## src/hdl/jk_pair_pkg.sv

```systemverilog
package jk_pair_pkg;
    // number of independent storage elements
    localparam int ELEMENT_COUNT = 2;
    // storage value after the synchronous reset
    localparam logic STATE_RESET = 1'b0;
    // synchroniser reset level of the clock and data pins
    localparam logic PIN_LOW_IDLE = 1'h0;
    // synchroniser reset level of the active-low forcing pins
    localparam logic PIN_HIGH_IDLE = 1'h1;
    // variant selection codes
    typedef enum logic [0:0] {
        VARIANT_MASTER_SLAVE = 1'b0,
        VARIANT_FALL_EDGE = 1'b1
    } variant_t;
    // data input pair encodings (first, second)
    typedef enum logic [1:0] {
        JK_HOLD = 2'b00,
        JK_CLEAR = 2'b01,
        JK_SET = 2'b10,
        JK_TOGGLE = 2'b11
    } jk_action_t;
endpackage

```

## src/hdl/jk_elem_if.sv

```systemverilog
`timescale 1ns/1ns
// signals of one storage element after synchronisation
interface jk_elem_if;
    logic elemClk;
    logic dataFirst;
    logic dataSecond;
    logic setLow;
    logic async_zero_low;
    logic trueOut;
    logic compOut;
    modport elem (
        input elemClk, dataFirst, dataSecond, setLow, async_zero_low,
        output trueOut, compOut
    );
    modport top (
        output elemClk, dataFirst, dataSecond, setLow, async_zero_low,
        input trueOut, compOut
    );
endinterface

```

## src/hdl/jk_elem.sv

```systemverilog
`timescale 1ns/1ns
// one storage element, sampled on the system clock
module jk_elem #(
    parameter jk_pair_pkg::variant_t VARIANT = jk_pair_pkg::VARIANT_FALL_EDGE
) (
    input wire logic clock,
    input wire logic srst,
    jk_elem_if.elem port
);
    import jk_pair_pkg::*;

    logic clkPrev_ff;
    logic masterFirst_ff;
    logic masterSecond_ff;
    logic state_ff;
    logic fallEdge;
    logic asyncActive;
    logic applyFirst;
    logic applySecond;

    // next state from the data pair and the prior_state
    function automatic logic jk_next(input logic first, input logic second,
                                     input logic prior_state);
        unique case (jk_action_t'({first, second}))
            JK_HOLD: jk_next = prior_state;
            JK_CLEAR: jk_next = 1'b0;
            JK_SET: jk_next = 1'b1;
            JK_TOGGLE: jk_next = ~prior_state;
        endcase
    endfunction

    assign fallEdge = clkPrev_ff & ~port.elemClk;
    assign asyncActive = ~port.setLow | ~port.async_zero_low;

    // previous element clock level for edge detection
    always_ff @(posedge clock) begin
        if (srst) begin
            clkPrev_ff <= 1'b0;
        end else begin
            clkPrev_ff <= port.elemClk;
        end
    end

    always_ff @(posedge clock) begin
        if (srst) begin
            masterFirst_ff <= 1'b0;
            masterSecond_ff <= 1'b0;
        end else if (port.elemClk) begin
            masterFirst_ff <= port.dataFirst;
            masterSecond_ff <= port.dataSecond;
        end
    end

    // data pair used at the falling edge depends on the variant
    assign applyFirst = (VARIANT == VARIANT_MASTER_SLAVE) ? masterFirst_ff : port.dataFirst;
    assign applySecond = (VARIANT == VARIANT_MASTER_SLAVE) ? masterSecond_ff : port.dataSecond;

    // storage: preset/clear override, else update on falling edge
    always_ff @(posedge clock) begin
        if (srst) begin
            state_ff <= STATE_RESET;
        end else if (asyncActive) begin
            state_ff <= port.async_zero_low;
        end else if (fallEdge) begin
            state_ff <= jk_next(applyFirst, applySecond, state_ff);
        end
    end

    // both asserted drives both high, not retained
    assign port.trueOut = (~port.setLow) ? 1'b1 : (~port.async_zero_low ? 1'b0 : state_ff);
    assign port.compOut = (~port.async_zero_low) ? 1'b1 : (~port.setLow ? 1'b0 : ~state_ff);
endmodule

```

## src/hdl/jk_pair.sv

```systemverilog
`timescale 1ns/1ns
module jk_pair #(
    parameter jk_pair_pkg::variant_t VARIANT = jk_pair_pkg::VARIANT_FALL_EDGE
) (
    input wire logic clock,
    input wire logic srst,
    input wire logic [jk_pair_pkg::ELEMENT_COUNT-1:0] elemClk,
    input wire logic [jk_pair_pkg::ELEMENT_COUNT-1:0] dataFirst,
    input wire logic [jk_pair_pkg::ELEMENT_COUNT-1:0] dataSecond,
    input wire logic [jk_pair_pkg::ELEMENT_COUNT-1:0] setLow,
    input wire logic [jk_pair_pkg::ELEMENT_COUNT-1:0] async_zero_low,
    output logic [jk_pair_pkg::ELEMENT_COUNT-1:0] trueOut,
    output logic [jk_pair_pkg::ELEMENT_COUNT-1:0] compOut
);
    import jk_pair_pkg::*;

    // latency and ordering seen from the pins, in system clock edges:
    // a forcing pin reaches the outputs at the third edge that samples it
    // a falling element clock reaches the outputs at the fourth edge
    // elements never share a flop, so the two run independently
    // element clock high and low phases each need two system clocks or more
    // edge variant: data settled three clocks before the clock falls
    // master-slave variant: data held through the whole high phase
    // both forcing pins low, then released, leaves the cleared state
    // data pins change the stored state only at a falling element clock
    // the element clock is ignored while a forcing pin is low
    // reset loads the cleared state and idles every synchroniser
    // every pin passes two flops; only the second stage feeds logic
    // outputs come from flops, one edge behind the storage logic

    // element clock pin stages
    logic [ELEMENT_COUNT-1:0] clkMeta_ff;
    logic [ELEMENT_COUNT-1:0] clkSync_ff;

    // first data pin stages
    logic [ELEMENT_COUNT-1:0] firstMeta_ff;
    logic [ELEMENT_COUNT-1:0] firstSync_ff;

    // second data pin stages
    logic [ELEMENT_COUNT-1:0] secondMeta_ff;
    logic [ELEMENT_COUNT-1:0] secondSync_ff;

    // set pin stages, idle high
    logic [ELEMENT_COUNT-1:0] setMeta_ff;
    logic [ELEMENT_COUNT-1:0] setSync_ff;

    // clear pin stages, idle high
    logic [ELEMENT_COUNT-1:0] zeroMeta_ff;
    logic [ELEMENT_COUNT-1:0] zeroSync_ff;

    // storage results per element, before the output flops
    logic [ELEMENT_COUNT-1:0] elemTrue;
    logic [ELEMENT_COUNT-1:0] elemComp;

    // output flops
    logic [ELEMENT_COUNT-1:0] trueOut_ff;
    logic [ELEMENT_COUNT-1:0] compOut_ff;

    // one level copied onto every element
    function automatic logic [ELEMENT_COUNT-1:0] fill(input logic level);
        return {ELEMENT_COUNT{level}};
    endfunction

    // refuse settings that the element logic cannot serve
    if (ELEMENT_COUNT < 1) begin : g_bad_count
        $error("element count must be one or more");
    end

    if (!(VARIANT inside {VARIANT_MASTER_SLAVE, VARIANT_FALL_EDGE})) begin : g_bad_variant
        $error("unknown element variant");
    end

    // element clock pins, first stage
    always_ff @(posedge clock) begin
        if (srst) begin
            clkMeta_ff <= fill(PIN_LOW_IDLE);
        end else begin
            clkMeta_ff <= elemClk;
        end
    end

    // element clock pins, second stage
    always_ff @(posedge clock) begin
        if (srst) begin
            clkSync_ff <= fill(PIN_LOW_IDLE);
        end else begin
            clkSync_ff <= clkMeta_ff;
        end
    end

    // first data pins, first stage
    always_ff @(posedge clock) begin
        if (srst) begin
            firstMeta_ff <= fill(PIN_LOW_IDLE);
        end else begin
            firstMeta_ff <= dataFirst;
        end
    end

    // first data pins, second stage
    always_ff @(posedge clock) begin
        if (srst) begin
            firstSync_ff <= fill(PIN_LOW_IDLE);
        end else begin
            firstSync_ff <= firstMeta_ff;
        end
    end

    // second data pins, first stage
    always_ff @(posedge clock) begin
        if (srst) begin
            secondMeta_ff <= fill(PIN_LOW_IDLE);
        end else begin
            secondMeta_ff <= dataSecond;
        end
    end

    // second data pins, second stage
    always_ff @(posedge clock) begin
        if (srst) begin
            secondSync_ff <= fill(PIN_LOW_IDLE);
        end else begin
            secondSync_ff <= secondMeta_ff;
        end
    end

    // set pins, first stage, reset to inactive
    always_ff @(posedge clock) begin
        if (srst) begin
            setMeta_ff <= fill(PIN_HIGH_IDLE);
        end else begin
            setMeta_ff <= setLow;
        end
    end

    // set pins, second stage, reset to inactive
    always_ff @(posedge clock) begin
        if (srst) begin
            setSync_ff <= fill(PIN_HIGH_IDLE);
        end else begin
            setSync_ff <= setMeta_ff;
        end
    end

    // clear pins, first stage, reset to inactive
    always_ff @(posedge clock) begin
        if (srst) begin
            zeroMeta_ff <= fill(PIN_HIGH_IDLE);
        end else begin
            zeroMeta_ff <= async_zero_low;
        end
    end

    // clear pins, second stage, reset to inactive
    always_ff @(posedge clock) begin
        if (srst) begin
            zeroSync_ff <= fill(PIN_HIGH_IDLE);
        end else begin
            zeroSync_ff <= zeroMeta_ff;
        end
    end

    // true outputs, cleared state during reset
    always_ff @(posedge clock) begin
        if (srst) begin
            trueOut_ff <= fill(STATE_RESET);
        end else begin
            trueOut_ff <= elemTrue;
        end
    end

    // complement outputs, cleared state during reset
    always_ff @(posedge clock) begin
        if (srst) begin
            compOut_ff <= fill(~STATE_RESET);
        end else begin
            compOut_ff <= elemComp;
        end
    end

    // drive the ports from the output flops
    assign trueOut = trueOut_ff;
    assign compOut = compOut_ff;

    for (genvar i = 0; i < ELEMENT_COUNT; i++) begin : g_elem
        // carrier between this top and the element
        jk_elem_if link();

        // synchronised clock and data pins of this element
        assign link.elemClk = clkSync_ff[i];
        assign link.dataFirst = firstSync_ff[i];
        assign link.dataSecond = secondSync_ff[i];

        // synchronised forcing pins of this element
        assign link.setLow = setSync_ff[i];
        assign link.async_zero_low = zeroSync_ff[i];

        // storage results back out of the carrier
        assign elemTrue[i] = link.trueOut;
        assign elemComp[i] = link.compOut;

        // storage logic of one element
        jk_elem #(
            .VARIANT(VARIANT)
        ) u_elem (
            .clock(clock),
            .srst(srst),
            .port(link.elem)
        );
    end
endmodule

```

## config.mk

```make
export PLATFORM = sky130hd
export DESIGN_NAME = jk_pair
export DESIGN_NICKNAME = d
export VERILOG_FILES = /design/src/hdl/jk_pair_pkg.sv /design/src/hdl/jk_elem_if.sv /design/src/hdl/jk_elem.sv /design/src/hdl/jk_pair.sv
export SDC_FILE = /design/constraint.sdc
export NUM_CORES = 1
export LEC_CHECK = 0
export ABC_CLOCK_PERIOD_IN_PS = 1190
export BUFFER_PORTS_ARGS = -buffer_cell sky130_fd_sc_hd__buf_2
export CORE_UTILIZATION = 54
export CTS_BUF_LIST = sky130_fd_sc_hd__clkbuf_16
export DETAILED_ROUTE_END_ITERATION = 10
export PLACE_DENSITY = 0.77
export RECOVER_POWER = 100
export SKIP_CTS_REPAIR_TIMING = 1
export SYNTH_ARGS = -nofsm -noshare
export SYNTH_HDL_FRONTEND = slang
export SYNTH_SLANG_ARGS = --single-unit
```

## constraint.sdc

```tcl
create_clock -name clock -period 1.19 [get_ports clock]
set_input_delay 0.238 -clock clock [delete_from_list [all_inputs] [get_ports clock]]
set_output_delay 0.238 -clock clock [all_outputs]
set_load 0.02 [all_outputs]
```

Word-level counts from Yosys, hierarchy flattened --
Index checks and enable logic that the tools add are counted.
Word-level totals: bits in registers 28, bits of input ports 12, output and inout port bits 4, word-level logic and storage cells 57
Cells by class: eq/ne operators 8, multiplexer cells 12, bitwise operators 12, reduce and logical (&&, ||, !) cells 8
Operator list (number):
- 2-to-1 mux 1 bit | 10
- equality test 2 bit (second input constant) | 4
- inverter 1 bit | 8
- one-hot mux 1 bit (3 select lines) | 2
- equality test 2 x 1 -> 1 bit (second input constant) | 2
- zero test 2 bit | 2
- != test 2 x 1 -> 1 bit (second input constant) | 2
- AND reduction 2 bit | 2
- nonzero test 2 bit | 2
- OR reduction 2 bit | 2
- bitwise AND 1 bit | 2
- bitwise OR 1 bit | 2

Longest topological paths before layout --
word-level depth 4, mapped depth 3, depth with buffers taken out 3

Modules after synthesis --
From an unflattened synthesis, not the netlist that was laid out.
Second synthesis, totals: cell total of the unflattened synthesis 72, area, all modules 847.1 um^2
Modules (own cells, without submodules):
- jk_pair | instances 1, cells an instance 50, area each 651.9 um^2, sequential area each 480.5 um^2
- jk_elem | instances 2, cells an instance 11, area each 97.6 um^2, sequential area each 40.0 um^2

Worst setup path before layout --
Ideal clock, no wire load.
path kind reg2reg, from register clkSync_ff[0], to register g_elem[0].u_elem.state_ff, setup time 120 ps, arrival time 657 ps, required time 1070 ps, setup slack 413 ps, cell stages (with the launch flop) 4, buffers on the path 0, clock period less this slack 777 ps, path through dfxtp_1 > and3b_1 > o21ai_0 > a21oi_1
Between the ends: word-level cells in the longest chain between the ends 4
RTL lines:
- start, declared | line jk_pair.sv:33 | logic [ELEMENT_COUNT-1:0] clkSync_ff;
- start signal, assigned | line jk_pair.sv:85 | clkSync_ff <= fill(PIN_LOW_IDLE);
- start signal, assigned | line jk_pair.sv:87 | clkSync_ff <= clkMeta_ff;
- inverter 1 bit | line jk_elem.sv:32 | assign fallEdge = clkPrev_ff & ~port.elemClk;
- bitwise AND 1 bit | line jk_elem.sv:32
- nonzero test 2 bit (no line)
- AND reduction 2 bit (no line)
- end signal, assigned | line jk_elem.sv:63 | state_ff <= port.async_zero_low;
- end signal, assigned | line jk_elem.sv:65 | state_ff <= jk_next(applyFirst, applySecond, state_ff);
- end, declared | line jk_elem.sv:15 | logic state_ff;
No other way between the ends. A chain may end at the register's enable or synchronous reset.

Worst setup path in the final report --
from register compOut_ff[0], in the netlist compOut[0], to output port compOut[0] (netlist bit)
RTL lines:
- start, declared | line jk_pair.sv:57 | logic [ELEMENT_COUNT-1:0] compOut_ff;
- start signal, assigned | line jk_pair.sv:175 | compOut_ff <= fill(~STATE_RESET);
- start signal, assigned | line jk_pair.sv:177 | compOut_ff <= elemComp;
- end, declared | line jk_pair.sv:13 | output logic [jk_pair_pkg::ELEMENT_COUNT-1:0] compOut
No word-level cell between the ends.

==> impl_summary.md <==
Logic synthesis
By count the netlist is led by sky130_fd_sc_hd__dfxtp_1 (28), sky130_fd_sc_hd__nor2b_1 (14), sky130_fd_sc_hd__or2_1 (8). In this run the biggest area consumer among cell types represents 67.8% of the synthesized area. The count of flip-flops with a built-in enable after synthesis is 0. The post-synthesis async set-or-reset flop share is 0%. Of the synthesized area, sequential elements account for 67.8%.

The number of different library cells in the post-synthesis netlist is 16. The cell area that synthesis handed to floorplanning was 827 um2. After synthesis, the cell types taking the most area are sky130_fd_sc_hd__dfxtp_1 (68%), sky130_fd_sc_hd__nor2b_1 (11%), sky130_fd_sc_hd__or2_1 (6.1%).

The synthesized design contains 28 register bits. After technology mapping, the gate count stands at 69. The largest area contributor in the netlist is sky130_fd_sc_hd__dfxtp_1.

For this run, the number of Yosys warnings is 0. The cell with the most instances after synthesis is sky130_fd_sc_hd__dfxtp_1. Averaged over all synthesized cells, the footprint is 12.0 um2. Synthesis produced a netlist with a net count of 81.

In the synthesized netlist the dominant register cell turns out to be sky130_fd_sc_hd__dfxtp_1.

Floorplanning
The core outline area is 1370 um2. The starting utilization of the core area is 60.5%. The die covers 1690 um2. During I/O placement, the number of pins put on the boundary was 16.

The height of the die is 41.1 um. The die extent in x is 41.1 um. After floorplanning, the core was divided into 13 placement rows.

Routing
Using the TritonRoute via totals, the vias-per-cell ratio works out to 4.61. The count of TritonRoute iterations in the first routing pass is 4. The post-route DRC violation count is 0. The final antenna-violating net count is 0.

After detailed routing, the average wire length per cell comes to 9.73 um. The sum of routed wire length over all layers is 992 um. The DRC violation total after the first TritonRoute iteration is 6. The overall via count from detail_route is 470.

Pwr
The clock share of power is 40.1%. The reported leakage power is 0.000401 uW. Net switching is 18.0% of the power. The total power per unit cell area is 1840 nW/um2. Cell internal power was estimated by the tool at 1470 uW.

The fraction of power consumed by combinational cells is 4.5%. The sequential power share is 55.5%. The analysis attributes to net switching a power of 323 uW. The worst ir drop on vdd is 1.20 mV.

Worst setup path
The worst register-to-register path has a setup slack of 0.31 ns. The biggest cell delay along the critical path is 0.30 ns. Traced cell by cell, the critical path runs through clkbuf_1. Among cell families on the critical path, the largest total delay comes from flip-flops. STA puts the critical path data required time at 0.95 ns. The worst setup path is launched from a flip-flop.

The critical path buffer and inverter count is 1. Data arrives at the worst endpoint at 0.79 ns. The category of the critical setup timing path is flip-flop to output port. In this run the worst path has a maximum fanout of 1.

The worst-path cell with the longest stage delay is sky130_fd_sc_hd__dfxtp_1. The kind of end point of the critical path is an output port.

Clock network
The maximum root-to-sink buffer count is 2. Clock-pin slew was measured on the worst setup and hold paths at 0.06 ns. The clock buffer count from CTS is 3. Clock latency on the worst-skew pair, taken at its later pin, is 0.25 ns.

TritonCTS built the clock tree. The number of sinks handled by clock tree synthesis is 28. The cell at the root of the clock tree is sky130_fd_sc_hd__clkbuf_16. In this run the number of H-tree levels came out at 1.

Run status
The flow ran to the end, and the final reports show no timing, DRC or antenna violations.

Job
The tool flagged a number of max-cap violations equal to 0.

Final layout
The number of antenna diodes is 0. The final layout contains 100 nets. Cells with a size suffix above 1 make up 17.2% of the layout. The area added between synthesis and finish is 18.2%.

STA
Setup repair after global routing left no endpoint under its margin. The worst relative slew slack is 63.6%. In the finished design, the share of the clock period the worst path needs comes to 86.0%. The final-report hold violation count is 0.

At the pin with the least slew margin, the transition time is 0.546 ns. Across all hold checks on the routed design, the worst slack comes to 0.160 ns. The highest achievable clock rate is 977 MHz. Summed over all failing endpoints, the final setup total negative slack is 0 ns. The final worst clock skew is 0.00303 ns.

The final-report max-slew violation count is 0. The total of endpoints with negative setup slack in the final report is 0. The time the worst path needs with I/O delays and setup is 1.02 ns.

Hold path
The tightest min-delay check is of the input port to flip-flop type.

Global routing
The first global-routing pass estimated 1360 um of wire. Entering global routing, the biggest net connects 18 pins. In the global route stage, overall resource usage came out at 12.7%. The number of global-route vias before repair is 336.

The number of antenna violations at the first check in global routing is 0. The leftover overflow at the end of global routing is 0.

Placement
At the end of routability-driven placement, the weighted congestion stood at 0.707. The number of I/O port buffers is 15.
## metal layers
layer | vias up | part of all wire [%] | global-route usage, %
li1 | 254 | - | -
met1 | 208 | 48 | 15.6
met2 | 8 | 49 | 19.9
met3 | 0 | 3.2 | 4.89
met4 | 0 | 0 | 4.84
met5 | - | 0 | 0
## stage by stage
step | cells | total power (uW) | setup slack [ns] | utilization, % | instance area [um2]
2_1_floorplan | 69 | 1070 | 0.413 | - | 827
3_3_place_gp | 98 | 1100 | 0.255 | 67.0 | 916
3_5_place_dp | 98 | 1100 | 0.248 | 67.0 | 916
4_1_cts | 102 | 1820 | 0.238 | 72.8 | 995
5_1_grt | 102 | 1860 | 0.120 | 71.5 | 977
6_report | 102 | 1790 | 0.167 | 71.5 | 977
## final timing paths
kind            startpoint                         to  cells after the start
max             compOut[0]                 compOut[0]                      1
min              setLow[0]              setMeta_ff[0]                      2
max reg2reg  clkSync_ff[1]  g_elem[1].u_elem.state_ff                      3
min reg2reg  setMeta_ff[0]              setSync_ff[0]                      1
## power by group through the flow
stage          Combinational, uW  Clock (uW)  Sequential [uW]
3_3_place_gp                84.9           0             1020
4_1_cts                     88.3         736              997
3_5_place_dp                87.6           0             1020
5_1_grt                     90.8         769             1000
2_1_floorplan               47.0           0             1020
6_report                    80.1         719              995
## sequential cells by signal, summed over array words and instances (netlist names)
signal and count:
clkSync_ff 2, compOut 2, zeroMeta_ff 2, firstSync_ff 2, setMeta_ff 2, clkMeta_ff 2
secondMeta_ff 2, g_elem.u_elem.state_ff 2, firstMeta_ff 2, zeroSync_ff 2, secondSync_ff 2, trueOut 2
setSync_ff 2, g_elem.u_elem.clkPrev_ff 2
## cell type report
class,instances,area [um2]
Sequential cell,28,561
Fill cell,110,389
Multi-Input combinational cell,37,235
Timing Repair Buffer,16,76.3
Clock buffer,3,75.1
Tap cell,15,18.8
Inverter,2,7.51
Clock inverter,1,3.75
## cell families (layout without fill, tap and decap cells)
kind of cell    Yosys count  in the layout  share of synthesized area [%]
simple gates             29             29                           23.8
flops                    28             28                           67.8
compound gates            8              8                           6.05
buf+inv                   4             22                           2.42
## cell usage in the layout, fill, tap and decap left out, drive strengths merged
cell     n
nor2b   14
clkinv   1
a21oi    3
nand2    1
clkbuf   8
dfxtp   28
o21ai    3
nand2b   2
or2      8
a21o     2
nand4b   2
inv      2
and3b    2
buf     11
Note: power is estimated with default switching activity, not from simulation.
